### src/rtl/pwm_status_pkg.sv
/*
 * Shared constants and carriers for the PWM timer flag, status and counter block.
 * Assumes a byte-addressed Avalon-MM master with 32-bit data.
 */
package pwm_status_pkg;
  // ************************************************************
  // Register offsets
  // ************************************************************
  localparam logic [7:0] CTRL_OFS     = 8'h00;
  localparam logic [7:0] EN_CLR_OFS   = 8'h24;
  localparam logic [7:0] EN_SET_OFS   = 8'h28;
  localparam logic [7:0] FLAGS_OFS    = 8'h2C;
  localparam logic [7:0] STATE_OFS    = 8'h30;
  localparam logic [7:0] COUNT_OFS    = 8'h34;
  localparam logic [7:0] CHAN_REG_OFS = 8'h44;
  localparam logic [7:0] PATT_BUF_OFS = 8'h64;
  localparam logic [7:0] WAVE_BUF_OFS = 8'h68;
  localparam logic [7:0] PER_BUF_OFS  = 8'h6C;
  localparam logic [7:0] CHAN_BUF_OFS = 8'h70;
  // ************************************************************
  // Field positions and reset values
  // ************************************************************
  localparam int          FL_WRAP      = 0;
  localparam int          FL_RETRIG    = 1;
  localparam int          FL_CNT       = 2;
  localparam int          FL_ERR       = 3;
  localparam int          FL_UFS       = 10;
  localparam int          FL_DFS       = 11;
  localparam int          FL_SOFT      = 12;
  localparam int          FL_HARD      = 14;
  localparam int          FL_MC        = 16;
  localparam logic [23:0] FLAG_MASK    = 24'h0FFC0F;
  localparam logic [23:0] FLAG_RESET   = 24'h000000;
  localparam int          ST_STOP      = 0;
  localparam int          ST_IDX       = 1;
  localparam int          ST_UFS       = 2;
  localparam int          ST_DFS       = 3;
  localparam int          ST_SLAVE     = 4;
  localparam int          ST_PATTERN_BUFFER_VALID    = 5;
  localparam int          ST_WAVEFORM_BUFFER_VALID    = 6;
  localparam int          ST_PERIOD_BUFFER_VALID     = 7;
  localparam int          ST_LIVE      = 8;
  localparam int          ST_SOFT      = 12;
  localparam int          ST_HARD      = 14;
  localparam int          ST_CCBV      = 16;
  localparam int          ST_CMP       = 24;
  localparam logic        STOP_RESET   = 1'b1;
  localparam int          CNT_W        = 24;
  localparam int          FOUR_BIT_DITHERING_SHIFT  = 4;
  localparam logic [23:0] CNT_MASK     = 24'hFFFFFF;
  localparam logic [23:0] CNT_MASK_D4  = 24'h0FFFFF;
  localparam logic [1:0]  RAMP_SINGLE  = 2'h0;
  localparam logic [13:0] CTRL_MASK    = 14'h3FFF;

  // ************************************************************
  // Carriers
  // ************************************************************
  typedef struct packed {
    logic [7:0]  address;
    logic        read;
    logic        write;
    logic [31:0] writedata;
  } avalon_req_t;

  typedef struct packed {
    logic [3:0] capture_mode;
    logic [1:0] soft_halt_sw;
    logic       four_bit_dithering;
    logic [1:0] ramp_mode;
    logic       single_run_mode;
    logic       fault_on_debug_enable;
    logic       master_sync_config;
    logic       lock_update_control;
    logic       spare;
  } ctrl_t;

  typedef struct packed {
    logic                   counter_event;
    logic                   retrigger;
    logic                   wrap;
    logic                   update;
    logic                   stop_cmd;
    logic                   count_inc;
    logic                   count_dec;
    logic                   ramp_cycle_b;
    logic                   debug_mode;
    logic [1:0]             fault_resume;
    logic [3:0]             match;
    logic [3:0]             capture;
    logic [3:0][CNT_W-1:0]  capture_value;
    logic [3:0]             channel_output_level;
  } engine_events_t;
endpackage

### src/rtl/pwm_status_regs.sv
/*
 * Flag, status and counter-value registers of a control PWM timer, as an
 * Avalon-MM slave with waitrequest. Assumes the timer engine runs on clk and
 * hands in one-cycle event pulses; fault pins are asynchronous.
 */
// Added by the designer: register access over Avalon-MM.
// Notes on behaviour
// - Recoverable fault A/B flags rise one cycle after the fault.
// - Debug fault flag rises one cycle after entering debug fault state.
// - Update fault flag rises when ramp index changes under lock update.
// - Error flag rises when a capture meets a still-set channel flag.
// - Counter event, retrigger and wrap flags rise one cycle after their event.
// - Channel flags rise after a compare match or a stored capture.
// - Reading a capture channel register clears its channel flag.
// - Hard fault 0/1 flags rise one cycle after the fault.
// - Writing one clears a flag; writing zero leaves it.
// - Soft fault states set on fault; clear on resume or write-one with input low.
// - Clearing a soft fault state with software halt releases the counter.
// - Status bits 11:8 show live fault inputs.
// - Period, waveform, pattern buffer-valid set on write; clear on update or write-one.
// - Slave bit copies the master-sync configuration.
// - Debug fault state set in debug with enable; halts; clears outside debug only.
// - Update fault state sets on locked ramp change, forces outputs until write-one.
// - Ramp index reads cycle A/B in dual ramps, zero in single ramp.
// - Stop bit resets to one, sets on stop or one-shot update, clears on step.
// - Status bits 27:24 show channel compare outputs.
// - Channel buffer-valid follows compare-buffer writes or capture storage rules.
// - Hard fault states clear only by write-one with input low; count resumes.
// - Counter sits at 23:0, or 23:4 with four-bit dithering.
// - Enable mask set and clear views; request needs flag and enable.
`timescale 1ns/1ps
module pwm_status_regs
  import pwm_status_pkg::*;
(
  input  wire logic                          clk,
  input  wire logic                          reset,
  input  wire pwm_status_pkg::avalon_req_t   bus_req,
  output logic [31:0]                        readdata,
  output logic                               waitrequest,
  input  wire pwm_status_pkg::engine_events_t ev,
  input  wire logic [3:0]                    fault_pins,
  output logic                               counter_halted,
  output logic                               fault_outputs_forced,
  output logic                               source_request,
  output logic [CNT_W-1:0]                   count_value
);
  import pwm_status_pkg::*;

  // ************************************************************
  // State
  // ************************************************************
  typedef struct packed {
    logic [3:0]             sync_first;
    logic [3:0]             sync_live;
    logic [3:0]             live_prev;
    ctrl_t                  ctrl;
    logic [23:0]            enable;
    logic [23:0]            flags;
    logic [1:0]             soft_state;
    logic [1:0]             hard_state;
    logic                   debug_halt_fault;
    logic                   dfs_prev;
    logic                   locked_update_fault;
    logic                   idx;
    logic                   stop;
    logic [2:0]             bufv;
    logic [3:0]             ccbv;
    logic [3:0][CNT_W-1:0]  chan;
    logic [CNT_W-1:0]       count;
    logic [31:0]            readdata;
    logic                   waitrequest;
    logic                   halted;
    logic                   forced;
    logic                   request;
  } state_t;

  state_t s_reg;
  state_t s_next;

  function automatic logic [3:0] chan_sel(input logic [7:0] a, input logic [7:0] base);
    logic [3:0] hit;
    hit = 4'h0;
    for (int i = 0; i < 4; i++) begin
      hit[i] = (a == base + 8'(4 * i));
    end
    return hit;
  endfunction

  function automatic logic [CNT_W-1:0] cnt_mask(input logic dith);
    return dith ? CNT_MASK_D4 : CNT_MASK;
  endfunction

  // ************************************************************
  // Next-state logic
  // ************************************************************
  logic        acc;
  logic        wr;
  logic        rd;
  logic [31:0] w;
  logic [7:0]  a;
  logic [3:0]  live;
  logic [3:0]  rise;
  logic [3:0]  creg_hit;
  logic [3:0]  cbuf_hit;
  logic [23:0] fl_set;
  logic [23:0] fl_clr;
  logic [31:0] status;
  logic [31:0] rmux;
  logic        idx_eff;
  logic        ufs_ev;
  logic        step;
  logic [3:0]  stored;
  logic [3:0]  cv_set;
  logic [3:0]  cv_clr;

  always_comb begin
    s_next   = s_reg;
    a        = bus_req.address;
    w        = bus_req.writedata;
    acc      = ~s_reg.waitrequest & (bus_req.read | bus_req.write);
    wr       = acc & bus_req.write;
    rd       = acc & bus_req.read;
    creg_hit = chan_sel(a, CHAN_REG_OFS);
    cbuf_hit = chan_sel(a, CHAN_BUF_OFS);
    live     = s_reg.sync_live;
    rise     = s_reg.sync_live & ~s_reg.live_prev;
    // First stage feeds only the second stage
    s_next.sync_first = fault_pins;
    s_next.sync_live  = s_reg.sync_first;
    s_next.live_prev  = s_reg.sync_live;

    if (wr && a == CTRL_OFS) begin
      s_next.ctrl = ctrl_t'(w[13:0] & CTRL_MASK);
    end
    if (wr && a == EN_SET_OFS) begin
      s_next.enable = s_reg.enable | (w[23:0] & FLAG_MASK);
    end
    if (wr && a == EN_CLR_OFS) begin
      s_next.enable = s_reg.enable & ~(w[23:0] & FLAG_MASK);
    end

    idx_eff = (s_reg.ctrl.ramp_mode == RAMP_SINGLE) ? 1'b0 : ev.ramp_cycle_b;
    s_next.idx = idx_eff;
    ufs_ev = s_reg.ctrl.lock_update_control & (idx_eff != s_reg.idx);

    // A capture only lands while the channel flag is clear; otherwise it is lost
    stored = ev.capture & s_reg.ctrl.capture_mode & ~s_reg.flags[FL_MC +: 4];

    fl_set = 24'h0;
    fl_set[FL_WRAP]       = ev.wrap;
    fl_set[FL_RETRIG]     = ev.retrigger;
    fl_set[FL_CNT]        = ev.counter_event;
    fl_set[FL_ERR]        = |(ev.capture & s_reg.flags[FL_MC +: 4]);
    fl_set[FL_UFS]        = ufs_ev;
    fl_set[FL_DFS]        = s_reg.debug_halt_fault & ~s_reg.dfs_prev;
    fl_set[FL_SOFT +: 2]  = rise[1:0];
    fl_set[FL_HARD +: 2]  = rise[3:2];
    fl_set[FL_MC +: 4]    = ev.match | stored;
    fl_clr = (wr && a == FLAGS_OFS) ? (w[23:0] & FLAG_MASK) : 24'h0;
    fl_clr[FL_MC +: 4] = fl_clr[FL_MC +: 4] | ({4{rd}} & creg_hit & s_reg.ctrl.capture_mode);
    // Set wins over a clear in the same cycle
    s_next.flags = ((s_reg.flags & ~fl_clr) | fl_set) & FLAG_MASK;

    for (int i = 0; i < 2; i++) begin
      if (rise[i]) begin
        s_next.soft_state[i] = 1'b1;
      end else if (ev.fault_resume[i] || (wr && a == STATE_OFS && w[ST_SOFT + i] && !live[i])) begin
        s_next.soft_state[i] = 1'b0;
      end
      if (rise[2 + i]) begin
        s_next.hard_state[i] = 1'b1;
      end else if (wr && a == STATE_OFS && w[ST_HARD + i] && !live[2 + i]) begin
        s_next.hard_state[i] = 1'b0;
      end
    end

    s_next.dfs_prev = s_reg.debug_halt_fault;
    if (ev.debug_mode && s_reg.ctrl.fault_on_debug_enable) begin
      s_next.debug_halt_fault = 1'b1;
    end else if (wr && a == STATE_OFS && w[ST_DFS] && !ev.debug_mode) begin
      s_next.debug_halt_fault = 1'b0;
    end
    if (ufs_ev) begin
      s_next.locked_update_fault = 1'b1;
    end else if (wr && a == STATE_OFS && w[ST_UFS]) begin
      s_next.locked_update_fault = 1'b0;
    end

    for (int i = 0; i < 3; i++) begin
      if (wr && a == (i == 0 ? PATT_BUF_OFS : i == 1 ? WAVE_BUF_OFS : PER_BUF_OFS)) begin
        s_next.bufv[i] = 1'b1;
      end else if (ev.update || (wr && a == STATE_OFS && w[ST_PATTERN_BUFFER_VALID + i])) begin
        s_next.bufv[i] = 1'b0;
      end
    end

    cv_set = ({4{wr}} & cbuf_hit & ~s_reg.ctrl.capture_mode) | stored;
    cv_clr = ({4{wr && a == STATE_OFS}} & w[ST_CCBV +: 4])
           | ({4{ev.update}} & ~s_reg.ctrl.capture_mode)
           | ({4{rd}} & creg_hit & s_reg.ctrl.capture_mode);
    s_next.ccbv = (s_reg.ccbv & ~cv_clr) | cv_set;
    for (int i = 0; i < 4; i++) begin
      if (stored[i]) begin
        s_next.chan[i] = ev.capture_value[i];
      end else if (wr && creg_hit[i]) begin
        s_next.chan[i] = w[CNT_W-1:0];
      end
    end

    // Halt sources hold the count; a released soft fault lets it run again
    step = ~s_reg.halted & (ev.count_inc ^ ev.count_dec);
    if (wr && a == COUNT_OFS) begin
      s_next.count = s_reg.ctrl.four_bit_dithering ? (w[CNT_W-1:0] >> FOUR_BIT_DITHERING_SHIFT)
                                                   : w[CNT_W-1:0];
    end else if (step) begin
      s_next.count = (ev.count_inc ? s_reg.count + 24'h000001 : s_reg.count - 24'h000001)
                     & cnt_mask(s_reg.ctrl.four_bit_dithering);
    end
    if (ev.stop_cmd || (ev.update && s_reg.ctrl.single_run_mode)) begin
      s_next.stop = 1'b1;
    end else if (step) begin
      s_next.stop = 1'b0;
    end

    status = 32'h0;
    status[ST_STOP]      = s_reg.stop;
    status[ST_IDX]       = s_reg.idx;
    status[ST_UFS]       = s_reg.locked_update_fault;
    status[ST_DFS]       = s_reg.debug_halt_fault;
    status[ST_SLAVE]     = s_reg.ctrl.master_sync_config;
    status[ST_PATTERN_BUFFER_VALID +: 3] = s_reg.bufv;
    status[ST_LIVE +: 4] = live;
    status[ST_SOFT +: 2] = s_reg.soft_state;
    status[ST_HARD +: 2] = s_reg.hard_state;
    status[ST_CCBV +: 4] = s_reg.ccbv;
    status[ST_CMP +: 4]  = ev.channel_output_level;

    rmux = 32'h0;
    if (a == CTRL_OFS) begin
      rmux[13:0] = s_reg.ctrl;
    end else if (a == EN_SET_OFS || a == EN_CLR_OFS) begin
      rmux[23:0] = s_reg.enable;
    end else if (a == FLAGS_OFS) begin
      rmux[23:0] = s_reg.flags;
    end else if (a == STATE_OFS) begin
      rmux = status;
    end else if (a == COUNT_OFS) begin
      rmux[23:0] = s_reg.ctrl.four_bit_dithering ? (s_reg.count << FOUR_BIT_DITHERING_SHIFT)
                                                 : s_reg.count;
    end else begin
      for (int i = 0; i < 4; i++) begin
        if (creg_hit[i]) begin
          rmux[CNT_W-1:0] = s_reg.chan[i];
        end
      end
    end

    // One wait cycle, then the access completes
    s_next.waitrequest = ~(s_reg.waitrequest & (bus_req.read | bus_req.write));
    if (s_reg.waitrequest && bus_req.read) begin
      s_next.readdata = rmux;
    end
    s_next.halted  = s_next.debug_halt_fault | (|(s_next.soft_state & s_next.ctrl.soft_halt_sw))
                   | (|s_next.hard_state);
    s_next.forced  = s_next.debug_halt_fault | s_next.locked_update_fault | (|s_next.hard_state);
    s_next.request = |(s_next.flags & s_next.enable);
  end

  always_ff @(posedge clk or posedge reset) begin
    if (reset) begin
      s_reg             <= '0;
      s_reg.flags       <= FLAG_RESET;
      s_reg.stop        <= STOP_RESET;
      s_reg.waitrequest <= 1'b1;
    end else begin
      s_reg <= s_next;
    end
  end

  assign readdata             = s_reg.readdata;
  assign waitrequest          = s_reg.waitrequest;
  assign counter_halted       = s_reg.halted;
  assign fault_outputs_forced = s_reg.forced;
  assign source_request       = s_reg.request;
  assign count_value          = s_reg.count;
endmodule

### config.mk
export PLATFORM = sky130hd
export DESIGN_NAME = pwm_status_regs
export DESIGN_NICKNAME = d
export VERILOG_FILES = /design/src/rtl/pwm_status_pkg.sv /design/src/rtl/pwm_status_regs.sv
export SDC_FILE = /design/constraint.sdc
export NUM_CORES = 1
export LEC_CHECK = 0
export ABC_AREA = 1
export BUFFER_PORTS_ARGS = -buffer_cell sky130_fd_sc_hd__buf_4
export CAP_MARGIN = 20
export CORE_MARGIN = 2
export CORE_UTILIZATION = 45
export DETAILED_ROUTE_END_ITERATION = 8
export PLACE_DENSITY = 0.66
export RECOVER_POWER = 25
export SYNTH_ARGS = -nofsm -noshare
export SYNTH_HDL_FRONTEND = slang
export SYNTH_SLANG_ARGS = --single-unit
### constraint.sdc
create_clock -name clk -period 11 [get_ports clk]
set_input_delay 1.65 -clock clk [delete_from_list [all_inputs] [get_ports clk]]
set_output_delay 1.65 -clock clk [all_outputs]
set_load 0.05 [all_outputs]
==> reports/metrics.csv <==
metric,value,unit
cts.root.buffer_cell,clkbuf_16,
drive_gt1_frac,0.153,
crit_fanout,35,
overflow,0,
pwr-share-seq,0.350,
avgRoutedWirePerCell,21.1,µm
vdd_drop_max,0.111,mV
synthFlopType,dfrtp_1,
ys_top_cells_by_area,"dfrtp_1 (41%), nand2_1 (16%), inv_1 (5.4%), nand3_1 (4.9%), o21ai_0 (4.7%)",
final_max_slew_viol_count,117,
dp_cells,2391,
p_sw_frac,0.370,
num_vias,13900,
dieArea,31500,µm²
io_buffers,214,
tritoncts,yes,
drtAntennaViolNets,0,
hold_start,s_next[240],
synth-edff-count,0,
grt_pass1_wl,77600,µm
layout.area.seq,5560,µm²
synth_warnings,0,
multiInputGateArea,6470,µm²
violations,"max-capacitance violations, max-slew violations",
worst_clock_skew,14.3,ps
fmaxAchievable,187,MHz
switchingPower,1.03,mW
dpl.hpwl,38400,µm
worst_ep_required_time,11410,ps
p_int,1.75,mW
p_leak,8.14,nW
n_fill_cell,2926,
reg2reg_from,waitrequest,
yosys.area.top_type,dfrtp_1,
r2r-end,count_value[15],
syn_area,13600,µm²
antenna_found_initial,0,
hold_viol,0,
cts.sinks,222,
avgSynthCellArea,7.12,µm²
period_needed,5340,ps
relSlewSlack,-1.66,
p_per_area,174,nW/µm²
largest_reg_flops,157,
clock_latency,540,ps
htreeDepth,1,
die_h,178,µm
worst_hold_path.endpoint,live[2],
synth_cell_type_count,48,
finalWorstSetupSlack,5660,ps
cts_setup_buffers,0,
numCtsBuffers,26,
synth_top_area_share,0.406,
dr.first_iter.drc_count,1428,
yosysSeqAreaShare,0.410,
fin_tns_setup,0,ps
cts_resized,0,
ys_ff_latch,222,
place_worst_setup_slack,5870,ps
die_w,178,µm
rsz0062_at_grt,no,
cp.arrival,5740,ps
status,"complete, but fails checks",
post-route-period-util,0.485,
synthArstFlopShare,1.00,
coreArea,29600,µm²
cts_hold_buf,0,
clkTransAtPathRegs,60,ps
area_growth,18.0,%
crit_path_end_kind,register,
routabilityCongestion,0.970,
track_usage,0.327,
critPathKind,input port to register,
fin_cells,2442,
viasPerCell,5.68,
combPwrFrac,0.315,
rows,63,
fin_util,0.540,
drt-total-wl,51500,µm
worst_pin_slew,3970,ps
r2r_setup_slack,6630,ps
ios,227,
hold_path_class,register to register,
drt_first_pass_iters,6,
r2r_cells,7,
clockBufferDepth,3,
drcViolationCount,0,
cap_violations,2,
finalSetupViolCount,0,
grt_pass1_vias,13100,
cp-start-kind,input port,
layout.nets,2222,
clkPwrFrac,0.335,
hold_depth,0,
start_util,0.457,
syn_inst,1904,
grt_max_degree,89,
[kinds of logic (layout without fill, tap and decap cells)]
kind of cell | count (synthesis) | in the layout | share of synthesized area
fa+ha+maj | 23 | 23 | 0.0218
compound gates | 362 | 362 | 0.156
flops | 222 | 222 | 0.410
buf+inv | 342 | 486 | 0.116
other cells | 1 | 5 | 0.000277
xor+xnor | 9 | 9 | 0.00582
simple gates | 945 | 945 | 0.290
[stage by stage]
step	hold slack [ps]	instance area (µm²)	total power, mW
6_report	354	16000	2.78
5_1_grt	366	16000	2.91
4_1_cts	356	15900	2.78
3_5_place_dp	342	15000	1.85
3_3_place_gp	333	15000	1.84
2_1_floorplan	331	13600	1.60
[worst max-delay path by stage]
stage           startpoint              end  slack, ps  cells past startpoint
3_5_place_dp   bus_req[35]   count_value[8]       5870                     11
5_1_grt        bus_req[32]   count_value[8]       5500                      9
4_1_cts        bus_req[35]  count_value[15]       6420                     11
6_report       bus_req[32]  count_value[15]       5660                      9
2_1_floorplan        reset   count_value[0]       3280                      1
3_3_place_gp   bus_req[35]   count_value[8]       5900                     11
[cell usage after synthesis, drive strengths merged, types with 3 or more instances]
master	n
o221ai	3
nor3	20
o31ai	3
nand3	136
clkinv	3
o311ai	10
ha	22
inv	205
a21oi	87
nor2	164
a211oi	5
a31oi	39
xor2	7
o2111ai	3
nand4	18
clkbuf	41
buf	93
o21bai	6
o211ai	42
or2	5
nand2	596
dfrtp	220
o22ai	22
o21ai	135
a221oi	4
[per-layer routing]
layer  vias up  part of all wire  GRT usage
met5         -                 0          0
met4         0             0.038      0.123
met3        86             0.096     0.0476
met2       732              0.44      0.496
met1      6595              0.43      0.472
li1       6448                 -          -
[cells in the final DEF (no fill, tap or decap), drive strengths merged, types with 5 or more instances in the layout]
cell    Yosys  final
o211ai     42     42
nor3       20     20
nor2      164    164
or2         5      5
o311ai     10     10
xor2        7      7
clkinv      3      6
clkbuf     41     51
ha         22     22
nand2     596    596
nand3     136    136
o21bai      6      6
inv       205    204
dfrtp     220    220
a21oi      87     87
a31oi      39     39
a211oi      5      5
nand4      18     18
buf        93    220
o22ai      22     22
o21ai     135    135
[area by class of cell]
cell class                 count  share of cell area
antenna                        1            0.000156
inverter                     208              0.0490
timing repair buffer         231               0.111
multi-input combinational   1343               0.405
clock buffer                  40              0.0491
sequential                   222               0.348
tap                          390              0.0305
clock inverter                 7             0.00845
[power groups by stage]
stage / sequential [mW] / combinational (mW) / clock, mW
3_5_place_dp: 0.985 / 0.866 / 0
6_report: 0.974 / 0.875 / 0.930
2_1_floorplan: 0.946 / 0.656 / 0
5_1_grt: 0.982 / 0.960 / 0.967
4_1_cts: 0.971 / 0.870 / 0.935
3_3_place_gp: 0.984 / 0.856 / 0
[critical path, cell delays in order]
cell and delay [ps]:
clkbuf_1 130, inv_1 100, nor3_4 170, clkbuf_1 1150, nand2_2 830, nand2_1 950, inv_1 500, nand2_1 160
nand2_1 70
Power figures use the tool's default switching activity.
